`config.mk`:
```
export PLATFORM = sky130hd
export DESIGN_NAME = pdc_top
export DESIGN_NICKNAME = d
export VERILOG_FILES = /design/src/pdc_sync.v /design/src/pdc_top.v
export VERILOG_INCLUDE_DIRS = /design/src /design/src/src
export SDC_FILE = /design/constraint.sdc
export NUM_CORES = 1
export LEC_CHECK = 0
export BUFFER_PORTS_ARGS = -buffer_cell sky130_fd_sc_hd__buf_2
export CORE_UTILIZATION = 60
export DETAILED_ROUTE_END_ITERATION = 8
export GPL_TIMING_DRIVEN = 0
export PLACE_DENSITY = 0.82
export SYNTH_ARGS = -nofsm -noshare
export SYNTH_HDL_FRONTEND = slang
export SYNTH_SLANG_ARGS = --single-unit
```
`constraint.sdc`:
```
create_clock -name clk -period 5.65 [get_ports clk]
set_input_delay 0.8475 -clock clk [delete_from_list [all_inputs] [get_ports clk]]
set_output_delay 0.8475 -clock clk [all_outputs]
set_load 0.02 [all_outputs]
```
`src/pdc_consts.vh`:
```
// constants for the power-down and calibration control block
// How it works
// after any calibration command the controller sends only no-operations for its period.
// clock enable stays sampled high through every calibration period.
// all data-bus drivers should float while a calibration runs.
// devices sharing one calibration resistor never calibrate at overlapping times.
// power-down entry is clock enable low, select high, after clock enable high.
// a no-operation follows every power-down or deep power-down entry command.
// clock enable never drops while a config access, read or write runs.
// activate, precharge and refresh may run on; low power waits for them.
// power-down with all banks idle is idle, otherwise active power-down.
// in power-down only clock pair and clock enable buffers stay on.
// clock enable stays low at least the minimum pulse time.
// no refresh runs inside power-down; controller exits in time.
// exit on clock enable high with select high; command after exit latency. The block also exits with select low and flags it.
// clock stable for at least 2 cycles before any exit.
// read to entry waits read latency, strobe access, half burst, plus one.
// write to entry waits write latency, one, half burst, recovery; autoprecharge adds one.
// refresh, activate or precharge to entry waits the gate hold time.
// config write to entry waits the config write period.
// deep entry is clock enable low, select low, bits 0,1 high, bit 2 low.
// deep entry needs idle banks, quiet data bus, clock enable held low throughout. The block does not check banks_idle on deep entry.
// deep power-down may drop all buffers but clock enable, and core power.
// deep exit on clock enable and select high; full re-initialisation follows.
// no-operation is select high, or select low with bits 0,1,2 high.
// controller keeps per-device counters for every power and calibration limit.
`ifndef PDC_CONSTS_VH
`define PDC_CONSTS_VH
`define PDC_CLK_MHZ 50
// calibration quiet times in ns
`define PDC_SHORT_CAL_NS 100
`define PDC_LONG_CAL_NS 400
`define PDC_CAL_RESET_NS 60
// time converted to clk cycles, rounded up
`define PDC_NS2CYC(ns) (((ns) * `PDC_CLK_MHZ + 999) / 1000)
// calibration kinds
`define PDC_CAL_SHORT 2'h0
`define PDC_CAL_LONG 2'h1
`define PDC_CAL_RESET 2'h2
// command bit positions
`define PDC_B0 0
`define PDC_B1 1
`define PDC_B2 2
`define PDC_B3 3
// default link-edge lengths of internal operations
`define PDC_ACCESS_EDGES 8
`define PDC_ROWOP_EDGES 4
`endif

```
`src/pdc_sync.v`:
```
// two-stage synchroniser for pin inputs
`timescale 1ns/100ps
module pdc_sync #(
  parameter W = 1
) (
  // clock and reset
  input wire clk,
  input wire nrst,
  // pins and synchronised copy
  input wire [W-1:0] din,
  output reg [W-1:0] dout
);
  reg [W-1:0] meta_q;

  always @(posedge clk) begin
    if (!nrst) begin
      meta_q <= {W{1'b0}};
      dout <= {W{1'b0}};
    end else begin
      meta_q <= din;
      dout <= meta_q;
    end
  end
endmodule

```
`src/pdc_top.v`:
```
// power-state tracking and calibration quiet control inside the SDRAM
`timescale 1ns/100ps
`include "pdc_consts.vh"
module pdc_top #(
  parameter ACCESS_EDGES = `PDC_ACCESS_EDGES,
  parameter ROWOP_EDGES = `PDC_ROWOP_EDGES
) (
  // clock and reset
  input wire clk,
  input wire nrst,
  // link pins from the controller
  input wire link_ck,
  input wire cke,
  input wire cs_n,
  input wire cmd_bit0,
  input wire cmd_bit1,
  input wire cmd_bit2,
  input wire cmd_bit3,
  // device-internal requests
  input wire banks_idle,
  input wire cal_start,
  input wire [1:0] cal_kind,
  input wire init_done,
  input wire err_clr,
  // power state
  output reg pd_idle_q,
  output reg pd_active_q,
  output reg deep_pd_q,
  output reg low_power_q,
  output reg in_buf_en_q,
  output reg out_buf_en_q,
  output reg core_pwr_en_q,
  output reg refresh_en_q,
  output reg reinit_needed_q,
  // calibration
  output reg cal_busy_q,
  output reg cal_res_en_q,
  // protocol fault, sticky
  output reg proto_err_q
);
  // power states
  localparam ST_NORM = 2'h0;
  localparam ST_PD = 2'h1;
  localparam ST_DPD = 2'h2;
  localparam integer SHORT_NUM = `PDC_NS2CYC(`PDC_SHORT_CAL_NS);
  localparam integer LONG_NUM = `PDC_NS2CYC(`PDC_LONG_CAL_NS);
  localparam integer RESET_NUM = `PDC_NS2CYC(`PDC_CAL_RESET_NS);
  // counters are 8 bits; longer periods would need a wider counter
  localparam [7:0] SHORT_CYC = SHORT_NUM[7:0];
  localparam [7:0] LONG_CYC = LONG_NUM[7:0];
  localparam [7:0] RESET_CYC = RESET_NUM[7:0];
  localparam [7:0] ACC_LEN = ACCESS_EDGES[7:0];
  localparam [7:0] ROW_LEN = ROWOP_EDGES[7:0];

  wire [6:0] pins_s;
  reg ck_prev_q;
  // clock enable of the previous link edge; access, row and entry decodes need it high, the no-operation and exit decodes do not
  reg cke_prev_q;
  reg [1:0] state_q;
  reg [1:0] state_d;
  reg [7:0] acc_cnt_q;
  reg [7:0] row_cnt_q;
  reg [7:0] cal_cnt_q;
  reg set_err;

  // ck is only a sampled level here; bench runs it at 160 ns
  pdc_sync #(.W(7)) u_sync (
    .clk(clk),
    .nrst(nrst),
    .din({link_ck, cke, cs_n, cmd_bit3, cmd_bit2, cmd_bit1, cmd_bit0}),
    .dout(pins_s)
  );

  wire ck_s = pins_s[6];
  wire cke_s = pins_s[5];
  wire cs_n_s = pins_s[4];
  wire [3:0] cmd_s = pins_s[3:0];
  wire ck_rise = ck_s & ~ck_prev_q;

  // command decode; access and row decodes need clock enable high on both edges, the no-operation decode does not
  function is_cmd;
    input [3:0] c;
    input [3:0] pat;
    input [3:0] care;
    begin
      is_cmd = ((c ^ pat) & care) == 4'h0;
    end
  endfunction

  wire live = ~cs_n_s & cke_s & cke_prev_q;
  wire cmd_access = live & (is_cmd(cmd_s, 4'h0, 4'h6) | is_cmd(cmd_s, 4'h1, 4'h3));
  wire cmd_rowop = live & (is_cmd(cmd_s, 4'hC, 4'hF) | is_cmd(cmd_s, 4'h2, 4'h3)
                   | is_cmd(cmd_s, 4'h3, 4'h7));
  wire cmd_nop = cs_n_s | is_cmd(cmd_s, 4'h7, 4'h7);
  wire cke_fall = cke_prev_q & ~cke_s;

  // calibration period in clk cycles for each kind
  function [7:0] cal_len;
    input [1:0] k;
    begin
      case (k)
        `PDC_CAL_LONG: cal_len = LONG_CYC;
        `PDC_CAL_RESET: cal_len = RESET_CYC;
        default: cal_len = SHORT_CYC;
      endcase
    end
  endfunction

  // next state moves only on a link edge
  always @* begin
    state_d = state_q;
    set_err = 1'b0;
    if (ck_rise) begin
      case (state_q)
        ST_NORM: begin
          if (cke_fall) begin
            if (cs_n_s)
              state_d = ST_PD;
            else if (is_cmd(cmd_s, 4'h3, 4'h7))
              state_d = ST_DPD;
            else
              set_err = 1'b1;
            // config, read and write must have finished
            if (acc_cnt_q != 8'h0)
              set_err = 1'b1;
            if (cal_busy_q)
              set_err = 1'b1;
          end else if (cal_busy_q && cke_prev_q && !cmd_nop) begin
            set_err = 1'b1;
          end
        end
        ST_PD: begin
          // select low on exit is flagged, but the exit still happens
          if (cke_s) begin
            state_d = ST_NORM;
            if (!cs_n_s)
              set_err = 1'b1;
          end
        end
        ST_DPD: begin
          // any other pin pattern leaves the device asleep
          if (cke_s && cs_n_s)
            state_d = ST_NORM;
        end
        default: state_d = ST_NORM;
      endcase
    end
  end

  always @(posedge clk) begin
    if (!nrst) begin
      ck_prev_q <= 1'b0;
      cke_prev_q <= 1'b0;
      state_q <= ST_NORM;
      acc_cnt_q <= 8'h00;
      row_cnt_q <= 8'h00;
      cal_cnt_q <= 8'h00;
      pd_idle_q <= 1'b0;
      pd_active_q <= 1'b0;
      deep_pd_q <= 1'b0;
      low_power_q <= 1'b0;
      in_buf_en_q <= 1'b1;
      out_buf_en_q <= 1'b1;
      core_pwr_en_q <= 1'b1;
      refresh_en_q <= 1'b1;
      reinit_needed_q <= 1'b0;
      cal_busy_q <= 1'b0;
      cal_res_en_q <= 1'b0;
      proto_err_q <= 1'b0;
    end else begin
      ck_prev_q <= ck_s;
      if (ck_rise)
        cke_prev_q <= cke_s;
      state_q <= state_d;
      // read, write and config accesses count link edges
      if (ck_rise) begin
        if (cmd_access && state_q == ST_NORM)
          acc_cnt_q <= ACC_LEN;
        else if (acc_cnt_q != 8'h0)
          acc_cnt_q <= acc_cnt_q - 8'h01;
        // row operations keep running into power-down
        if (cmd_rowop && state_q == ST_NORM)
          row_cnt_q <= ROW_LEN;
        else if (row_cnt_q != 8'h0)
          row_cnt_q <= row_cnt_q - 8'h01;
      end
      // calibration timed on clk since its period is absolute time
      // a start inside a running period is dropped, never restarted
      if (cal_start && !cal_busy_q && state_q == ST_NORM) begin
        cal_cnt_q <= cal_len(cal_kind);
        cal_busy_q <= 1'b1;
      end else if (cal_cnt_q > 8'h01) begin
        cal_cnt_q <= cal_cnt_q - 8'h01;
      end else begin
        cal_cnt_q <= 8'h00;
        cal_busy_q <= 1'b0;
      end
      // resistor current path follows the calibration busy flag one clk later
      cal_res_en_q <= cal_busy_q;
      if (ck_rise && state_q == ST_NORM && state_d == ST_PD) begin
        pd_idle_q <= banks_idle;
        pd_active_q <= ~banks_idle;
      end else if (state_d != ST_PD) begin
        pd_idle_q <= 1'b0;
        pd_active_q <= 1'b0;
      end
      deep_pd_q <= (state_d == ST_DPD);
      // low consumption only once row operations have drained
      low_power_q <= (state_d == ST_PD) && (row_cnt_q == 8'h0);
      in_buf_en_q <= (state_d == ST_NORM);
      out_buf_en_q <= (state_d == ST_NORM);
      core_pwr_en_q <= (state_d != ST_DPD);
      refresh_en_q <= (state_d == ST_NORM);
      if (ck_rise && state_q == ST_DPD && state_d == ST_NORM)
        reinit_needed_q <= 1'b1;
      else if (init_done)
        reinit_needed_q <= 1'b0;
      // set wins over clear
      if (set_err)
        proto_err_q <= 1'b1;
      else if (err_clr)
        proto_err_q <= 1'b0;
    end
  end
endmodule

```
=== Word level (Yosys, flattened, before mapping) ===
Index checks and enable logic that the tools add are counted.

* Flip-flop bits (word level): 52
* Bits of input ports: 15
* Output and inout port bits: 12
* Logic and storage cells: 115

* Add/sub/neg operators: 3
* Magnitude comparators: 1
* Equality and inequality tests: 9
* Multiplexer cells: 33
* Bitwise gates (word level): 19
* Reduce and logical (&&, ||, !) cells: 32

{| class="wikitable"
|+ Operator list
! kind !! number
|-
| 8-bit 2-to-1 mux || 6
|-
| 4-bit logical NOT || 6
|-
| 8-bit by 1-bit subtractor with 8-bit output (second input constant) || 3
|-
| 1-bit 2-to-1 mux || 18
|-
| 8-bit nonzero test || 2
|-
| 1-bit logical AND || 12
|-
| 2-bit 2-to-1 mux || 6
|-
| 5-bit case mux with 2 select lines || 1
|-
| 2-bit nonzero test || 5
|-
| 8-bit by 1-bit greater-than comparator with 1-bit output (second input constant) || 1
|-
| 8-bit logical NOT || 1
|-
| 1-bit bitwise AND || 6
|-
| 2-bit by 1-bit equality test with 1-bit output (second input constant) || 3
|-
| 2-bit equality test (second input constant) || 3
|-
| 1-bit inverter || 6
|-
| 2-bit case mux with 3 select lines || 1
|-
| 2-bit logical NOT || 2
|-
| 2-bit != test (second input constant) || 2
|-
| 2-bit inverter || 2
|-
| 1-bit OR || 4
|-
| 2-bit AND reduction || 2
|-
| 3-bit inverter || 1
|-
| 1-bit logical NOT || 2
|-
| 2-bit by 1-bit != test with 1-bit output (second input constant) || 1
|-
| 1-bit case mux with 2 select lines || 1
|}

=== Longest topological paths before layout ===
* Depth after elaboration: 10
* Depth in mapped cells: 7
* Depth with buffers taken out: 7

=== Hierarchy ===
From an unflattened synthesis, not the netlist that was laid out.

* Cells, all modules: 242
* Area total of the unflattened synthesis: 2,224.6 µm²

{| class="wikitable"
|+ By module, submodules not included
! module !! instances !! cells each !! area an instance (µm²) !! sequential area each (µm²)
|-
| pdc_top || 1 || 213 || 1,833.0 || 760.7
|-
| pdc_sync || 1 || 29 || 391.6 || 280.3
|}

=== Worst setup path after synthesis ===
Ideal clock, no wire load.

* Kind: register to register
* Start point: register state_q[1]
* End point: register row_cnt_q[5]
* Setup time: 0.070 ns
* Arrival time: 2.110 ns
* Required time: 5.580 ns
* Path slack: 3.469 ns
* Stages on the path, launching flop included: 7
* Buffers on the path: 1
* Period minus slack after synthesis: 2.181 ns
* Path through: dfxtp_1 buf_6 or4b_4 a2111oi_4 o21ai_2 or4_1 a21oi_1

* Word-level cells in the longest chain between the ends: 4
* Elaborated cells between the ends (all ways): 5
* Classes of those cells: mux (1); reduce/logical (4)

{| class="wikitable"
|+ Ends and longest elaborated chain
! what !! RTL line !! RTL
|-
| start: declaration || pdc_top.v:59 || <nowiki>reg [1:0] state_q;</nowiki>
|-
| start signal: assignment || pdc_top.v:174 || <nowiki>state_q <= state_d;</nowiki>
|-
| 2-bit logical NOT (*) || pdc_top.v:182 || <nowiki>if (cmd_rowop && state_q == ST_NORM)</nowiki>
|-
| 1-bit logical AND (*) || pdc_top.v:182 ||
|-
| 2-bit nonzero test (no source line) || -- ||
|-
| 2-bit AND reduction (no source line) || -- ||
|-
| end signal: assignment || pdc_top.v:185 || <nowiki>row_cnt_q <= row_cnt_q - 8'h01;</nowiki>
|-
| end: declaration || pdc_top.v:62 || <nowiki>reg [7:0] row_cnt_q;</nowiki>
|}

Mark *: on every way between the ends. The rest lies on a longest branch, timed or not.
A chain may end at the register's enable or synchronous reset.

=== Worst setup path in the final report ===
* Start point: register state_q[0]
* End point: register row_cnt_q[5]

Same word-level chain as after synthesis.

==> run summary <==
======================================================================================
Startpoint-to-endpoint class of the critical path                           reg -> reg
Synthesized net count                                                              260
Worst IR drop on VDD                                                          0.271 mV
Iter 0 DRT Violations                                                              101
Antenna violations before repair                                                     0
Mapped cell area                                                            2220 sq um
Clock insertion delay at the later pin of the skew report                      0.30 ns
Post-Route Utilization                                                           74.6%
Required time worst endpoint                                                   5.89 ns
Row count                                                                           21
Share of layout cells above drive strength 1                                     15.8%
Actual transition at the worst max-transition pin                             0.768 ns
Number of synthesized flops with an enable pin                                       0
Final period utilization                                                         41.9%
Growth of design area from synthesis to finish                                   15.4%
Time the final worst path needs with I/O delays and setup                      2.37 ns
DIE AREA                                                                    3960 sq um
Clk slew on worst S/H paths                                                    0.09 ns
Share of flip-flops with an asynchronous set or reset after synthesis               0%
Hold Worst Slack                                                              0.437 ns
Count of buffers inserted at the top-level ports                                    25
Num CTS Buffers                                                                      5
Hold-fix buffer count after cts                                                      0
First-pass DRT Iterations                                                            4
Ports                                                                               27
Floorplan Core Area                                                         3440 sq um
Most common library cell in the layout ignoring fill and taps                  dfxtp_1
Starting utilization of the core area                                            64.6%
Wire length of the first global-routing pass                                   7.13 mm
Nature of the critical path endpoint                                              flop
Post-detailed-route via-to-cell ratio                                             5.43
Netlist cell types                                                                  46
Maximum clock rate                                                             422 MHz
Number of setup violations in the final report                                       0
Library cell contributing the largest single delay on the critical path         or4b_4
Total of max-cap violations                                                          0
Number of DRC violations after detailed routing                                      0
Cell count after synthesis                                                         240
Element type at the critical path start                                           flop
Static Leakage                                                                 1.01 nW
Number of global-route vias before repair                                         1647
Placement Cell Area                                                         2410 sq um
Die extent in x                                                           62.9 microns
Sequential element share of the synthesized area                                 46.8%
Most frequent cells in the layout                                         dfxtp_1 (52), nor2_1 (29), buf_2 (26)
Die span in y                                                             62.9 microns
H-tree depth reported by CTS                                                         2
Placer's final routability congestion estimate                                   0.841
Relative slew slack                                                              48.1%
Power density relative to cell area                                        387 nW/um^2
Slew Limit Fails                                                                     0
Antenna Violating Nets Remaining                                                     0
Clock sink count                                                                    52
Nets                                                                               292
Pin count of the biggest net entering global routing                                17
Layout Skew                                                                 0.00841 ns
Maximum count of clock buffers along a single path                                   2
Sum Neg Setup Slack                                                               0 ns
Number of register bits inferred by synthesis                                       52
Total global routing overflow                                                        0
Aggregate global-route resource usage                                            22.8%
Classification of the worst-slack hold path                                 reg -> reg
Filler cell count                                                                  262
Buffer cell driving the clock tree root                                       clkbuf_8
Setup repair after global routing missed its margin                                 no
Detailed-route wire length per cell                                       12.5 microns
Resized cells post-CTS                                                               0
Synthesis warning total                                                              0
Via count                                                                         1732
Maximum cell stage delay along the critical path                               0.59 ns
Run status                                                                finished, final reports clean
Post-detailed-placement half-perimeter wirelength                              2.76 mm
Arrival time at the worst endpoint                                             2.61 ns
Buffer count from post-CTS setup fixing                                              0
Most frequently used flop master after synthesis                               dfxtp_1
Cell area after layout                                                      2570 sq um
Number of hold violations in the final report                                        0
Synthesized area per cell                                                   9.27 sq um
WL final                                                                       4.00 mm
Critical Path, Cell by Cell                                               buf_2 -> or4b_4 -> a2111oi_4 -> o21ai_2 -> or4_1 -> a21oi_1
Diode count                                                                          0
Total power draw                                                              0.994 mW
CP max FO                                                                            9
TritonCTS clock tree                                                             built
======================================================================================
## flip-flops by register name, indices dropped and copies added (netlist names), 2 cells and up
register,cells
acc_cnt_q,8
cal_cnt_q,8
row_cnt_q,8
state_q,2
u_sync.dout,7
u_sync.meta_q,7
## layout make-up
cell class | count | area, sq um | share of cell area (%)
Buffer | 7 | 42.5 | 1.66
Clock buffer | 5 | 68.8 | 2.68
Clock inverter | 3 | 90.1 | 3.51
Inverter | 10 | 37.5 | 1.46
Multi-Input combinational cell | 171 | 1100 | 43.0
Sequential cell | 52 | 1040 | 40.6
Tap cell | 46 | 57.6 | 2.24
Timing Repair Buffer | 25 | 125 | 4.88
## cells in the mapped netlist (all sizes together) (2+ instances only)
library cell  instances  area share [%]
nor2b                 5             1.4
or2                   2            0.56
nor2                 29             4.9
or3                   6             1.7
xor2                 10             3.9
o2111ai               2            0.79
a31oi                 2            0.56
o21ai                10             2.4
a21oi                14             3.1
o211ai                4             1.3
buf                   5             1.6
nand4b                2            0.79
nand3b                3             1.0
ha                    5             2.8
nor3b                 2            0.67
nor3                  5             1.1
inv                  10             1.7
o22a                  2            0.79
and2                 18             5.1
nor4                  6             2.4
or4                   2            0.67
o21a                  3             1.0
nand2                12             2.0
clkbuf                2            0.34
dfxtp                52              47
xnor2                 7             2.8
nand2b                8             2.2
## cells by family (layout without fill, tap and decap cells)
| family | Yosys count | after routing | synth area share [%] |
|---|---|---|---|
| AND/OR/NAND/NOR | 106 | 106 | 27.1 |
| flip-flops | 52 | 52 | 46.8 |
| AO/OA/AOI/OAI | 43 | 43 | 13.0 |
| XOR/XNOR | 17 | 17 | 6.69 |
| buffers and inverters | 17 | 50 | 3.60 |
| adder cells (fa/ha/maj) | 5 | 5 | 2.81 |
## path summary, 6_finish.rpt
path                                  endpoint              from  slack [ns]  cells after the start
worst min-delay path            u_sync.dout[0]  u_sync.meta_q[0]        0.44                      1
worst max-delay path              row_cnt_q[5]        state_q[0]        3.28                      6
worst min register to register  u_sync.dout[0]  u_sync.meta_q[0]        0.44                      1
worst max register to register    row_cnt_q[5]        state_q[0]        3.28                      6
## power breakdown
| part | leakage, nW | switching (mW) | internal (mW) |
|---|---|---|---|
| Sequential | 0.424 | 0.0322 | 0.402 |
| Combinational | 0.506 | 0.113 | 0.109 |
| Clock | 0.0784 | 0.117 | 0.221 |
| Total | 1.01 | 0.262 | 0.731 |
## through the flow
| stage | instances | setup slack (ns) |
|---|---|---|
| after global placement | 311 | 3.33 |
| final | 319 | 3.28 |
| after global routing | 319 | 3.09 |
| after detailed placement | 311 | 3.33 |
| after CTS | 319 | 3.29 |
| after floorplan | 240 | 3.47 |
## worst max-delay path, delay by kind of cell (launching register included)
family                 cells  cell delay [ns]
flip-flops                 1             0.30
AND/OR/NAND/NOR            2             1.00
buffers and inverters      1             0.16
AO/OA/AOI/OAI              3             0.85
## layer usage
layer  track usage (%)  vias to the layer above  share of wire [%]
li1                  -                      887                  -
met1              27.7                      806                 47
met2              38.6                       34                 48
met3              5.11                        5                3.1
met4              9.59                        0                1.2
met5                 0                        -                  0
Note: power is estimated with default switching activity, not from simulation.
